<file path="src/sso_defines.svh">
// register offsets, field positions, reset values and timing counts
// for the servo status output block; definitions only
`ifndef SSO_DEFINES_SVH
`define SSO_DEFINES_SVH

`define SSO_OFF_MEMSW 4'h0
`define SSO_OFF_ZSL 4'h1
`define SSO_OFF_MON 4'h2
`define SSO_OFF_INT_STAT 4'h3
`define SSO_OFF_INT_MASK 4'h4
`define SSO_OFF_SPEED 4'h5

`define SSO_SEL_BIT 14
`define SSO_ABS_BIT 3

`define SSO_MON_READY_BIT 0
`define SSO_MON_ALARM_BIT 1
`define SSO_MON_POWER_BIT 2
`define SSO_MON_TLIM_BIT 3
`define SSO_MON_RUN_BIT 4

`define SSO_IRQ_RUN_ON 0
`define SSO_IRQ_RUN_OFF 1
`define SSO_IRQ_RDY_ON 2
`define SSO_IRQ_RDY_OFF 3
`define SSO_IRQ_ALARM 4
`define SSO_IRQ_W 5

`define SSO_MEMSW_RST 16'h0000
`define SSO_ZSL_RST 16'h0014
`define SSO_ZSL_MIN 16'h0001
`define SSO_MAX_SPEED 16'h1388

`define SSO_CLK_NS 25
`define SSO_CYCLE_NS 1000
`define SSO_CYCLE_CLKS (`SSO_CYCLE_NS / `SSO_CLK_NS)

`endif

</file>
<file path="src/sso_pkg.sv">
// types shared by the servo status output modules
// assumes sso_defines.svh is on the include path
package sso_pkg;
    typedef logic [3:0] sso_addr_t;
    typedef logic [15:0] sso_data_t;

    typedef enum logic [3:0] {
        SSO_ST_OFF = 4'h1,
        SSO_ST_ALARM = 4'h2,
        SSO_ST_ENC = 4'h4,
        SSO_ST_READY = 4'h8
    } sso_ready_e;
endpackage : sso_pkg

</file>
<file path="src/sso_eval_if.sv">
// carrier between the top and the speed comparator
// assumes one clock domain; all members are plain levels
`timescale 1ns/1ps
interface sso_eval_if;
    import sso_pkg::*;
    sso_data_t speed;
    sso_data_t level;
    logic sel_torque;
    logic torque_lim;
    logic result;

    modport top (output speed, output level, output sel_torque, output torque_lim, input result);
    modport cmp (input speed, input level, input sel_torque, input torque_lim, output result);
endinterface : sso_eval_if

</file>
<file path="src/sso_cmp.sv">
// running-output source: speed compare or torque-limit flag
// assumes speed and level in r/min, same clock as the top
`timescale 1ns/1ps
module sso_cmp (
    sso_eval_if.cmp ev
);
    import sso_pkg::*;

    function automatic logic at_or_above(input sso_data_t spd, input sso_data_t lvl);
        at_or_above = (spd >= lvl);
    endfunction : at_or_above

    assign ev.result = ev.sel_torque ? ev.torque_lim : at_or_above(ev.speed, ev.level);
endmodule : sso_cmp

</file>
<file path="src/sso_sync.sv">
// two-flop synchroniser for a group of pin levels
// assumes inputs are asynchronous levels, not pulses
`timescale 1ns/1ps
module sso_sync #(
    parameter int W = 1
) (
    input wire logic sys_clk,
    input wire logic resetn,
    input wire logic [W-1:0] d,
    output logic [W-1:0] q
);
    logic [W-1:0] meta_q;

    always_ff @(posedge sys_clk or negedge resetn) begin
        if (!resetn) begin
            meta_q <= '0;
            q <= '0;
        end else begin
            meta_q <= d;
            q <= meta_q;
        end
    end
endmodule : sso_sync

</file>
<file path="src/sso_top.sv">
// servo status outputs: running/torque-limit contact and servo-ready
// assumes speed, torque-limit and alarm inputs come from logic on sys_clk;
// power, encoder sense/ready and control-power levels come from pins
//
// How it works
// - running selected: contact closes when speed is at or above zero-speed level
// - running selected: contact opens when speed is below zero-speed level
// - switch bit E at 0 routes running comparison to the contact pair
// - switch bit E at 1 routes torque-limit indication to the pair instead
// - monitor bit 4 and display bit follow the contact state together
// - active contact is closed, positive terminal low; inactive is open, high
// - servo-ready only with main power on and no alarm
// - absolute encoder also needs sense input high and encoder ready
// - alarm state clears when control power turns on or off, unless a new alarm arrives in that same clock
// - ready drives low when active, high when not ready
//
// Added by the designer: strobed register access and the register offsets.
`timescale 1ns/1ps
`include "sso_defines.svh"
module sso_top #(
    parameter logic [15:0] MAX_SPEED = `SSO_MAX_SPEED,
    parameter int CYCLE_CLKS = `SSO_CYCLE_CLKS
) (
    input wire logic sys_clk,
    input wire logic resetn,
    input wire sso_pkg::sso_addr_t reg_addr,
    input wire sso_pkg::sso_data_t reg_wdata,
    input wire logic reg_wr,
    input wire logic reg_rd,
    output sso_pkg::sso_data_t reg_rdata,
    input wire sso_pkg::sso_data_t motor_speed,
    input wire logic torque_limit_active,
    input wire logic servo_alarm_in,
    input wire logic main_power_on,
    input wire logic encoder_sense_in,
    input wire logic encoder_ready,
    input wire logic control_power_ok,
    output logic running_out_pos,
    output logic running_out_neg,
    output logic status_display_bit,
    output logic servo_ready_n,
    output logic irq
);
    import sso_pkg::*;

    localparam logic [15:0] CYCLE_LAST = 16'(CYCLE_CLKS - 1);

    sso_eval_if ev ();

    // pin levels
    logic [3:0] pins_s;
    logic power_s;
    logic sense_s;
    logic enc_rdy_s;
    logic cpwr_s;

    // control cycle divider
    logic [15:0] div_q;
    logic tick;

    // registers
    sso_data_t memsw_q;
    sso_data_t zsl_q;
    logic [`SSO_IRQ_W-1:0] int_stat_q;
    logic [`SSO_IRQ_W-1:0] int_mask_q;
    logic [`SSO_IRQ_W-1:0] events;
    sso_data_t speed_q;

    // status state
    logic alarm_q;
    logic cpwr_prev_q;
    logic [1:0] cpwr_fill_q;
    logic cpwr_armed;
    logic cpwr_edge;
    logic running_q;
    logic running_d;
    sso_ready_e rdy_q;
    sso_ready_e rdy_d;
    sso_ready_e rdy_pick;
    logic enc_ok;
    logic ready_now;
    logic ready_next;

    logic wr_memsw;
    logic wr_zsl;
    logic wr_stat;
    logic wr_mask;

    function automatic sso_data_t clamp_level(input sso_data_t v, input sso_data_t vmax);
        if (v < `SSO_ZSL_MIN) begin
            clamp_level = `SSO_ZSL_MIN;
        end else if (v > vmax) begin
            clamp_level = vmax;
        end else begin
            clamp_level = v;
        end
    endfunction : clamp_level

    function automatic logic hit(input sso_addr_t a, input sso_addr_t off);
        hit = (a == off);
    endfunction : hit

    sso_sync #(
        .W(4)
    ) u_sync (
        .sys_clk(sys_clk),
        .resetn(resetn),
        .d({control_power_ok, encoder_ready, encoder_sense_in, main_power_on}),
        .q(pins_s)
    );

    assign power_s = pins_s[0];
    assign sense_s = pins_s[1];
    assign enc_rdy_s = pins_s[2];
    assign cpwr_s = pins_s[3];

    // one tick per control cycle
    // 16-bit count: CYCLE_CLKS may not exceed 65536
    always_ff @(posedge sys_clk or negedge resetn) begin
        if (!resetn) begin
            div_q <= 16'h0000;
        end else if (div_q == CYCLE_LAST) begin
            div_q <= 16'h0000;
        end else begin
            div_q <= div_q + 16'h0001;
        end
    end

    assign tick = (div_q == CYCLE_LAST);

    assign wr_memsw = reg_wr && hit(reg_addr, `SSO_OFF_MEMSW);
    assign wr_zsl = reg_wr && hit(reg_addr, `SSO_OFF_ZSL);
    assign wr_stat = reg_wr && hit(reg_addr, `SSO_OFF_INT_STAT);
    assign wr_mask = reg_wr && hit(reg_addr, `SSO_OFF_INT_MASK);

    always_ff @(posedge sys_clk or negedge resetn) begin
        if (!resetn) begin
            memsw_q <= `SSO_MEMSW_RST;
        end else if (wr_memsw) begin
            memsw_q <= reg_wdata;
        end
    end

    always_ff @(posedge sys_clk or negedge resetn) begin
        if (!resetn) begin
            zsl_q <= `SSO_ZSL_RST;
        end else if (wr_zsl) begin
            zsl_q <= clamp_level(reg_wdata, MAX_SPEED);
        end
    end

    always_ff @(posedge sys_clk or negedge resetn) begin
        if (!resetn) begin
            int_mask_q <= '0;
        end else if (wr_mask) begin
            int_mask_q <= reg_wdata[`SSO_IRQ_W-1:0];
        end
    end

    // speed seen at the last evaluation, for software
    always_ff @(posedge sys_clk or negedge resetn) begin
        if (!resetn) begin
            speed_q <= 16'h0000;
        end else if (tick) begin
            speed_q <= motor_speed;
        end
    end

    assign ev.speed = motor_speed;
    assign ev.level = zsl_q;
    assign ev.sel_torque = memsw_q[`SSO_SEL_BIT];
    assign ev.torque_lim = torque_limit_active;

    sso_cmp u_cmp (
        .ev(ev.cmp)
    );

    // source chosen inside the comparator, sampled per cycle
    assign running_d = tick ? ev.result : running_q;

    // running state moves only on the tick
    always_ff @(posedge sys_clk or negedge resetn) begin
        if (!resetn) begin
            running_q <= 1'b0;
        end else begin
            running_q <= running_d;
        end
    end

    // edge detect armed only once the synchroniser has filled; its reset
    // zeros would otherwise look like a power edge and could wipe an
    // alarm raised in the first cycles after reset
    always_ff @(posedge sys_clk or negedge resetn) begin
        if (!resetn) begin
            cpwr_fill_q <= 2'h0;
        end else if (cpwr_fill_q != 2'h3) begin
            cpwr_fill_q <= cpwr_fill_q + 2'h1;
        end
    end

    always_ff @(posedge sys_clk or negedge resetn) begin
        if (!resetn) begin
            cpwr_prev_q <= 1'b0;
        end else begin
            cpwr_prev_q <= cpwr_s;
        end
    end

    assign cpwr_armed = (cpwr_fill_q == 2'h3);
    assign cpwr_edge = cpwr_armed && (cpwr_s != cpwr_prev_q);

    // alarm cleared on either control-power edge; a new alarm wins
    always_ff @(posedge sys_clk or negedge resetn) begin
        if (!resetn) begin
            alarm_q <= 1'b0;
        end else if (servo_alarm_in) begin
            alarm_q <= 1'b1;
        end else if (cpwr_edge) begin
            alarm_q <= 1'b0;
        end
    end

    assign enc_ok = !memsw_q[`SSO_ABS_BIT] || (sense_s && enc_rdy_s);

    always_comb begin
        if (!power_s) begin
            rdy_pick = SSO_ST_OFF;
        end else if (alarm_q) begin
            rdy_pick = SSO_ST_ALARM;
        end else if (!enc_ok) begin
            rdy_pick = SSO_ST_ENC;
        end else begin
            rdy_pick = SSO_ST_READY;
        end
    end

    // alarm state is left once the alarm is gone or main power drops, never skipped past
    always_comb begin
        rdy_d = rdy_q;
        if (tick) begin
            unique case (rdy_q)
                SSO_ST_OFF: rdy_d = rdy_pick;
                SSO_ST_ALARM: begin
                    if (!alarm_q || !power_s) begin
                        rdy_d = rdy_pick;
                    end
                end
                SSO_ST_ENC: rdy_d = rdy_pick;
                SSO_ST_READY: rdy_d = rdy_pick;
                default: rdy_d = SSO_ST_OFF;
            endcase
        end
    end

    // readiness moves only on the tick
    always_ff @(posedge sys_clk or negedge resetn) begin
        if (!resetn) begin
            rdy_q <= SSO_ST_OFF;
        end else begin
            rdy_q <= rdy_d;
        end
    end

    assign ready_now = (rdy_q == SSO_ST_READY);
    assign ready_next = (rdy_d == SSO_ST_READY);

    // pins and display bit share one update
    always_ff @(posedge sys_clk or negedge resetn) begin
        if (!resetn) begin
            running_out_pos <= 1'b1;
            running_out_neg <= 1'b0;
            status_display_bit <= 1'b0;
        end else begin
            running_out_pos <= !running_d;
            running_out_neg <= 1'b0;
            status_display_bit <= running_d;
        end
    end

    always_ff @(posedge sys_clk or negedge resetn) begin
        if (!resetn) begin
            servo_ready_n <= 1'b1;
        end else begin
            servo_ready_n <= !ready_next;
        end
    end

    // edges taken from the next state, so each flag lands with its pin
    always_comb begin
        events = '0;
        events[`SSO_IRQ_RUN_ON] = running_d && !running_q;
        events[`SSO_IRQ_RUN_OFF] = !running_d && running_q;
        events[`SSO_IRQ_RDY_ON] = ready_next && !ready_now;
        events[`SSO_IRQ_RDY_OFF] = !ready_next && ready_now;
        events[`SSO_IRQ_ALARM] = servo_alarm_in && !alarm_q;
    end

    // sticky; an event in the clearing cycle survives
    always_ff @(posedge sys_clk or negedge resetn) begin
        if (!resetn) begin
            int_stat_q <= '0;
        end else if (wr_stat) begin
            int_stat_q <= (int_stat_q & ~reg_wdata[`SSO_IRQ_W-1:0]) | events;
        end else begin
            int_stat_q <= int_stat_q | events;
        end
    end

    // level output; high until software clears or masks every source
    assign irq = |(int_stat_q & int_mask_q);

    // read data valid only in the cycle after the strobe
    always_ff @(posedge sys_clk or negedge resetn) begin
        if (!resetn) begin
            reg_rdata <= 16'h0000;
        end else if (reg_rd) begin
            reg_rdata <= 16'h0000;
            unique case (reg_addr)
                `SSO_OFF_MEMSW: reg_rdata <= memsw_q;
                `SSO_OFF_ZSL: reg_rdata <= zsl_q;
                // monitor bit 4 mirrors the contact
                `SSO_OFF_MON: begin
                    reg_rdata[`SSO_MON_READY_BIT] <= ready_now;
                    reg_rdata[`SSO_MON_ALARM_BIT] <= alarm_q;
                    reg_rdata[`SSO_MON_POWER_BIT] <= power_s;
                    reg_rdata[`SSO_MON_TLIM_BIT] <= torque_limit_active;
                    reg_rdata[`SSO_MON_RUN_BIT] <= running_q;
                end
                `SSO_OFF_INT_STAT: reg_rdata[`SSO_IRQ_W-1:0] <= int_stat_q;
                `SSO_OFF_INT_MASK: reg_rdata[`SSO_IRQ_W-1:0] <= int_mask_q;
                `SSO_OFF_SPEED: reg_rdata <= speed_q;
                default: reg_rdata <= 16'h0000;
            endcase
        end else begin
            reg_rdata <= 16'h0000;
        end
    end
endmodule : sso_top

</file>
<file path="config.mk">
export PLATFORM = sky130hd
export DESIGN_NAME = sso_top
export DESIGN_NICKNAME = d
export VERILOG_FILES = /design/src/sso_pkg.sv /design/src/sso_eval_if.sv /design/src/sso_cmp.sv /design/src/sso_sync.sv /design/src/sso_top.sv
export VERILOG_INCLUDE_DIRS = /design/src
export SDC_FILE = /design/constraint.sdc
export NUM_CORES = 1
export LEC_CHECK = 0
export BUFFER_PORTS_ARGS = -buffer_cell sky130_fd_sc_hd__clkbuf_2
export CAP_MARGIN = 20
export CORE_MARGIN = 1
export CORE_UTILIZATION = 60
export CTS_BUF_LIST = sky130_fd_sc_hd__clkbuf_4 sky130_fd_sc_hd__clkbuf_8
export CTS_CLUSTER_DIAMETER = 200
export CTS_CLUSTER_SIZE = 14
export DETAILED_ROUTE_END_ITERATION = 12
export HOLD_SLACK_MARGIN = 0.15
export PLACE_DENSITY_LB_ADDON = 0.05
export REMOVE_ABC_BUFFERS = 1
export SLEW_MARGIN = 20
export SYNTH_ARGS = -nofsm -noshare
export SYNTH_HDL_FRONTEND = slang
export SYNTH_HIERARCHICAL = 1
export SYNTH_SLANG_ARGS = --single-unit
export TNS_END_PERCENT = 20
</file>
<file path="constraint.sdc">
create_clock -name sys_clk -period 3.79 [get_ports sys_clk]
set_input_delay 0.758 -clock sys_clk [delete_from_list [all_inputs] [get_ports sys_clk]]
set_output_delay 0.758 -clock sys_clk [all_outputs]
set_load 0.02 [all_outputs]
</file>
==> flow_metrics.py <==
metrics = {
    "timing": {
        "fin_crit_ns": 2.27,
        "fin_skew_ns": 0.00929,
        "post-route-period-util_pct": 59.8,
        "max_slew.worst_pin.slew_ns": 1.05,
        "max_slew_margin_pct": 29.9,
        "rsz0062_at_grt": "false",
        "setup-violations-final": 0,
        "finalSetupTns_ns": 0,
        "slew_viol_final": 0,
        "finalHoldViolCount": 0,
        "max_freq_mhz": 441,
        "holdWs_ns": 0.358,
    },
    "setup_path": {
        "critPathArrivalTime_ns": 2.55,
        "critPathCaptureType": "flop",
        "crit_fanout": 24,
        "reg2reg_from": "div_q[0]",
        "worst-r2r-cell-count": 5,
        "r2r-end": "rdy_q[0]",
        "timing.critical_path.required_ns": 4.07,
        "crit_type": "reg2reg",
        "worst_setup_path_start_kind": "flop",
        "rrSetupSlack_ns": 1.52,
    },
    "power": {
        "powerDensity_nw_per_um2": 406,
        "leakage_nw": 2.69,
        "irDropWorstVdd_v": 0.000228,
    },
    "detailed_routing": {
        "antenna_left": 0,
        "drc": 0,
        "wl_per_cell_microns": 17.9,
        "drt_first_iter_violations": 208,
        "first_pass_iters": 4,
        "drt_wl_total_microns": 11600,
        "vias": 3771,
        "via_per_inst": 5.81,
    },
    "place": {
        "place_congestion": 0.847,
        "dp_hpwl_microns": 8280,
        "io_buffers": 65,
    },
    "floorplanning": {
        "rows": 33,
        "initial_core_util_pct": 62.7,
        "coreArea_sq_um": 8340,
        "fp.dieW_microns": 95.3,
        "die_area_sq_um": 9090,
        "die_h_microns": 95.3,
        "pin_count": 67,
    },
    "clock_network": {
        "clock-root-buffer": "clkbuf_8",
        "numClockSinks": 109,
        "cts_hold_buf": 0,
        "cts_buffer_depth": 2,
        "cts_tree": "yes",
        "cts_buffers": 9,
        "clk_latency_ns": 0.37,
        "clk_pin_slew_worst_paths_ns": 0.10,
        "cts_resized": 0,
        "post_cts_buffers": 0,
        "cts_max_level": 3,
    },
    "grt": {
        "grt_pass1_wl_microns": 18700,
        "grt_overflow": 0,
        "track_usage_pct": 27.6,
        "grt_pass1_vias": 3859,
        "grt_start_max_net_pins": 63,
        "antenna_found_initial": 0,
    },
    "finish": {
        "nFillCells": 655,
        "final_common_cell": "dfrtp_1",
        "drive_gt1_share_pct": 27.2,
        "final_cell_mix": "dfrtp_1 (104), nand2_1 (84), clkbuf_2 (64)",
        "antenna_cells": 0,
        "seqCellArea_sq_um": 2730,
        "syn_to_final_growth_pct": 11.0,
        "post-route-util_pct": 69.5,
        "num-nets-final": 603,
        "multi_input_area_sq_um": 2320,
    },
    "min_path": {
        "min_from": "u_sync/meta_q[3]",
        "hold_depth": 0,
        "hold_path_end": "u_sync/q[3]",
        "hold_class": "reg2reg",
    },
    "yosys": {
        "yosysSeqAreaShare_pct": 52.3,
        "synth_top_flop_cell": "dfrtp_1",
        "syn_area_sq_um": 5230,
        "async_flop_share_pct": 100,
        "synthCells": 477,
        "synth_edf_count": 0,
        "ys_warn_count": 6,
        "synth-seq-cells": 109,
        "synth_area_per_cell_sq_um": 11.0,
        "ys_types": 68,
    },
    "status": {
        "outcome": "completed",
    },
    "run": {
        "cap_violations": 0,
    },
}
==> critical path, stage by stage (launching register included) <==
cell     delay (ns)
dfrtp_1        0.40
ha_1           0.26
and4b_1        0.24
and4_1         0.91
nor2_1         0.11
a31oi_1        0.25
==> per-stage QoR <==
| step | cell area, sq um | total power, mW | setup WS, ns | cells |
|---|---|---|---|---|
| after floorplan | 5130 | 1.55 | 1.65 | 459 |
| after global placement | 5620 | 1.69 | 1.32 | 633 |
| after detailed placement | 5620 | 1.71 | 1.25 | 633 |
| after CTS | 5800 | 2.37 | 1.58 | 649 |
| after global routing | 5800 | 2.47 | 1.40 | 649 |
| final | 5800 | 2.35 | 1.52 | 649 |
==> synth_stat cells (3+ instances only) <==
library cell,count,area share (%)
and3_1,3,0.36
o21a_1,4,0.57
nor3_1,4,0.38
nor4b_1,3,0.50
and2_1,4,0.48
mux2_2,39,8.4
ha_1,18,4.3
a21oi_1,12,1.1
dfrtp_1,104,50
nor2_1,27,1.9
nand4_1,5,0.60
inv_1,20,1.4
xor2_1,9,1.5
clkbuf_1,5,0.36
dfstp_2,5,2.5
o21ai_0,7,0.67
a22oi_1,16,2.3
a32o_1,3,0.57
o21ai_1,10,0.96
a32oi_1,4,0.67
and4_1,3,0.50
nor4_1,3,0.36
buf_2,8,0.77
nand2b_1,3,0.36
nand2_1,84,6.0
or3_1,3,0.36
nand3_1,14,1.3
xnor2_1,7,1.2
==> report_power, final <==
group          switching (mW)  internal (mW)
Clock                   0.403          0.263
Sequential             0.0697           1.26
Combinational           0.188          0.169
Total                   0.661           1.69
==> cell type report <==
cell class | instances | area share [%]
clock inverters | 6 | 0.798
clock buffers | 10 | 2.37
repair buffers | 69 | 6.17
well taps | 105 | 2.27
inverters | 20 | 1.29
multi-input cells | 330 | 40.0
flip-flops and latches | 109 | 47.1
==> cells by family (layout without fill, tap and decap cells) <==
kind of cell | Yosys count | count (layout) | synth area share (%)
AO/OA/AOI/OAI | 78 | 78 | 11.2
XOR/XNOR | 16 | 16 | 2.68
adder cells (fa/ha/maj) | 18 | 18 | 4.31
buffers and inverters | 38 | 105 | 3.35
flip-flops | 109 | 109 | 52.3
multiplexers | 41 | 41 | 9.05
other | 1 | 1 | 0.0718
AND/OR/NAND/NOR | 176 | 176 | 17.0
==> how the worst max path moves through the flow <==
stage	start	to	cells after the start
2_1_floorplan	motor_speed[0]	status_display_bit	9
3_3_place_gp	reg_addr[0]	ev.level[2]	5
3_5_place_dp	reg_addr[0]	ev.level[1]	5
4_1_cts	div_q[0]	rdy_q[0]	5
5_1_grt	div_q[1]	rdy_q[0]	5
6_report	div_q[0]	rdy_q[0]	5
==> state kept, by name (all words and copies together) (netlist names), 2 cells and up <==
name,count
speed_q,16
u_sync/q,4
cpwr_fill_q,2
memsw_q,16
int_stat_q,5
reg_rdata,16
rdy_q,4
ev.level,16
int_mask_q,5
div_q,16
u_sync/meta_q,4
==> layer usage <==
metal  up-vias  GRT usage [%]  share of wire [%]
li1       1797              -                  -
met1      1866           35.5                 43
met2        96           47.0                 51
met3        12           6.06                4.8
met4         0           7.70                1.2
met5         -              0                  0
(Power assumes the default switching activity.)
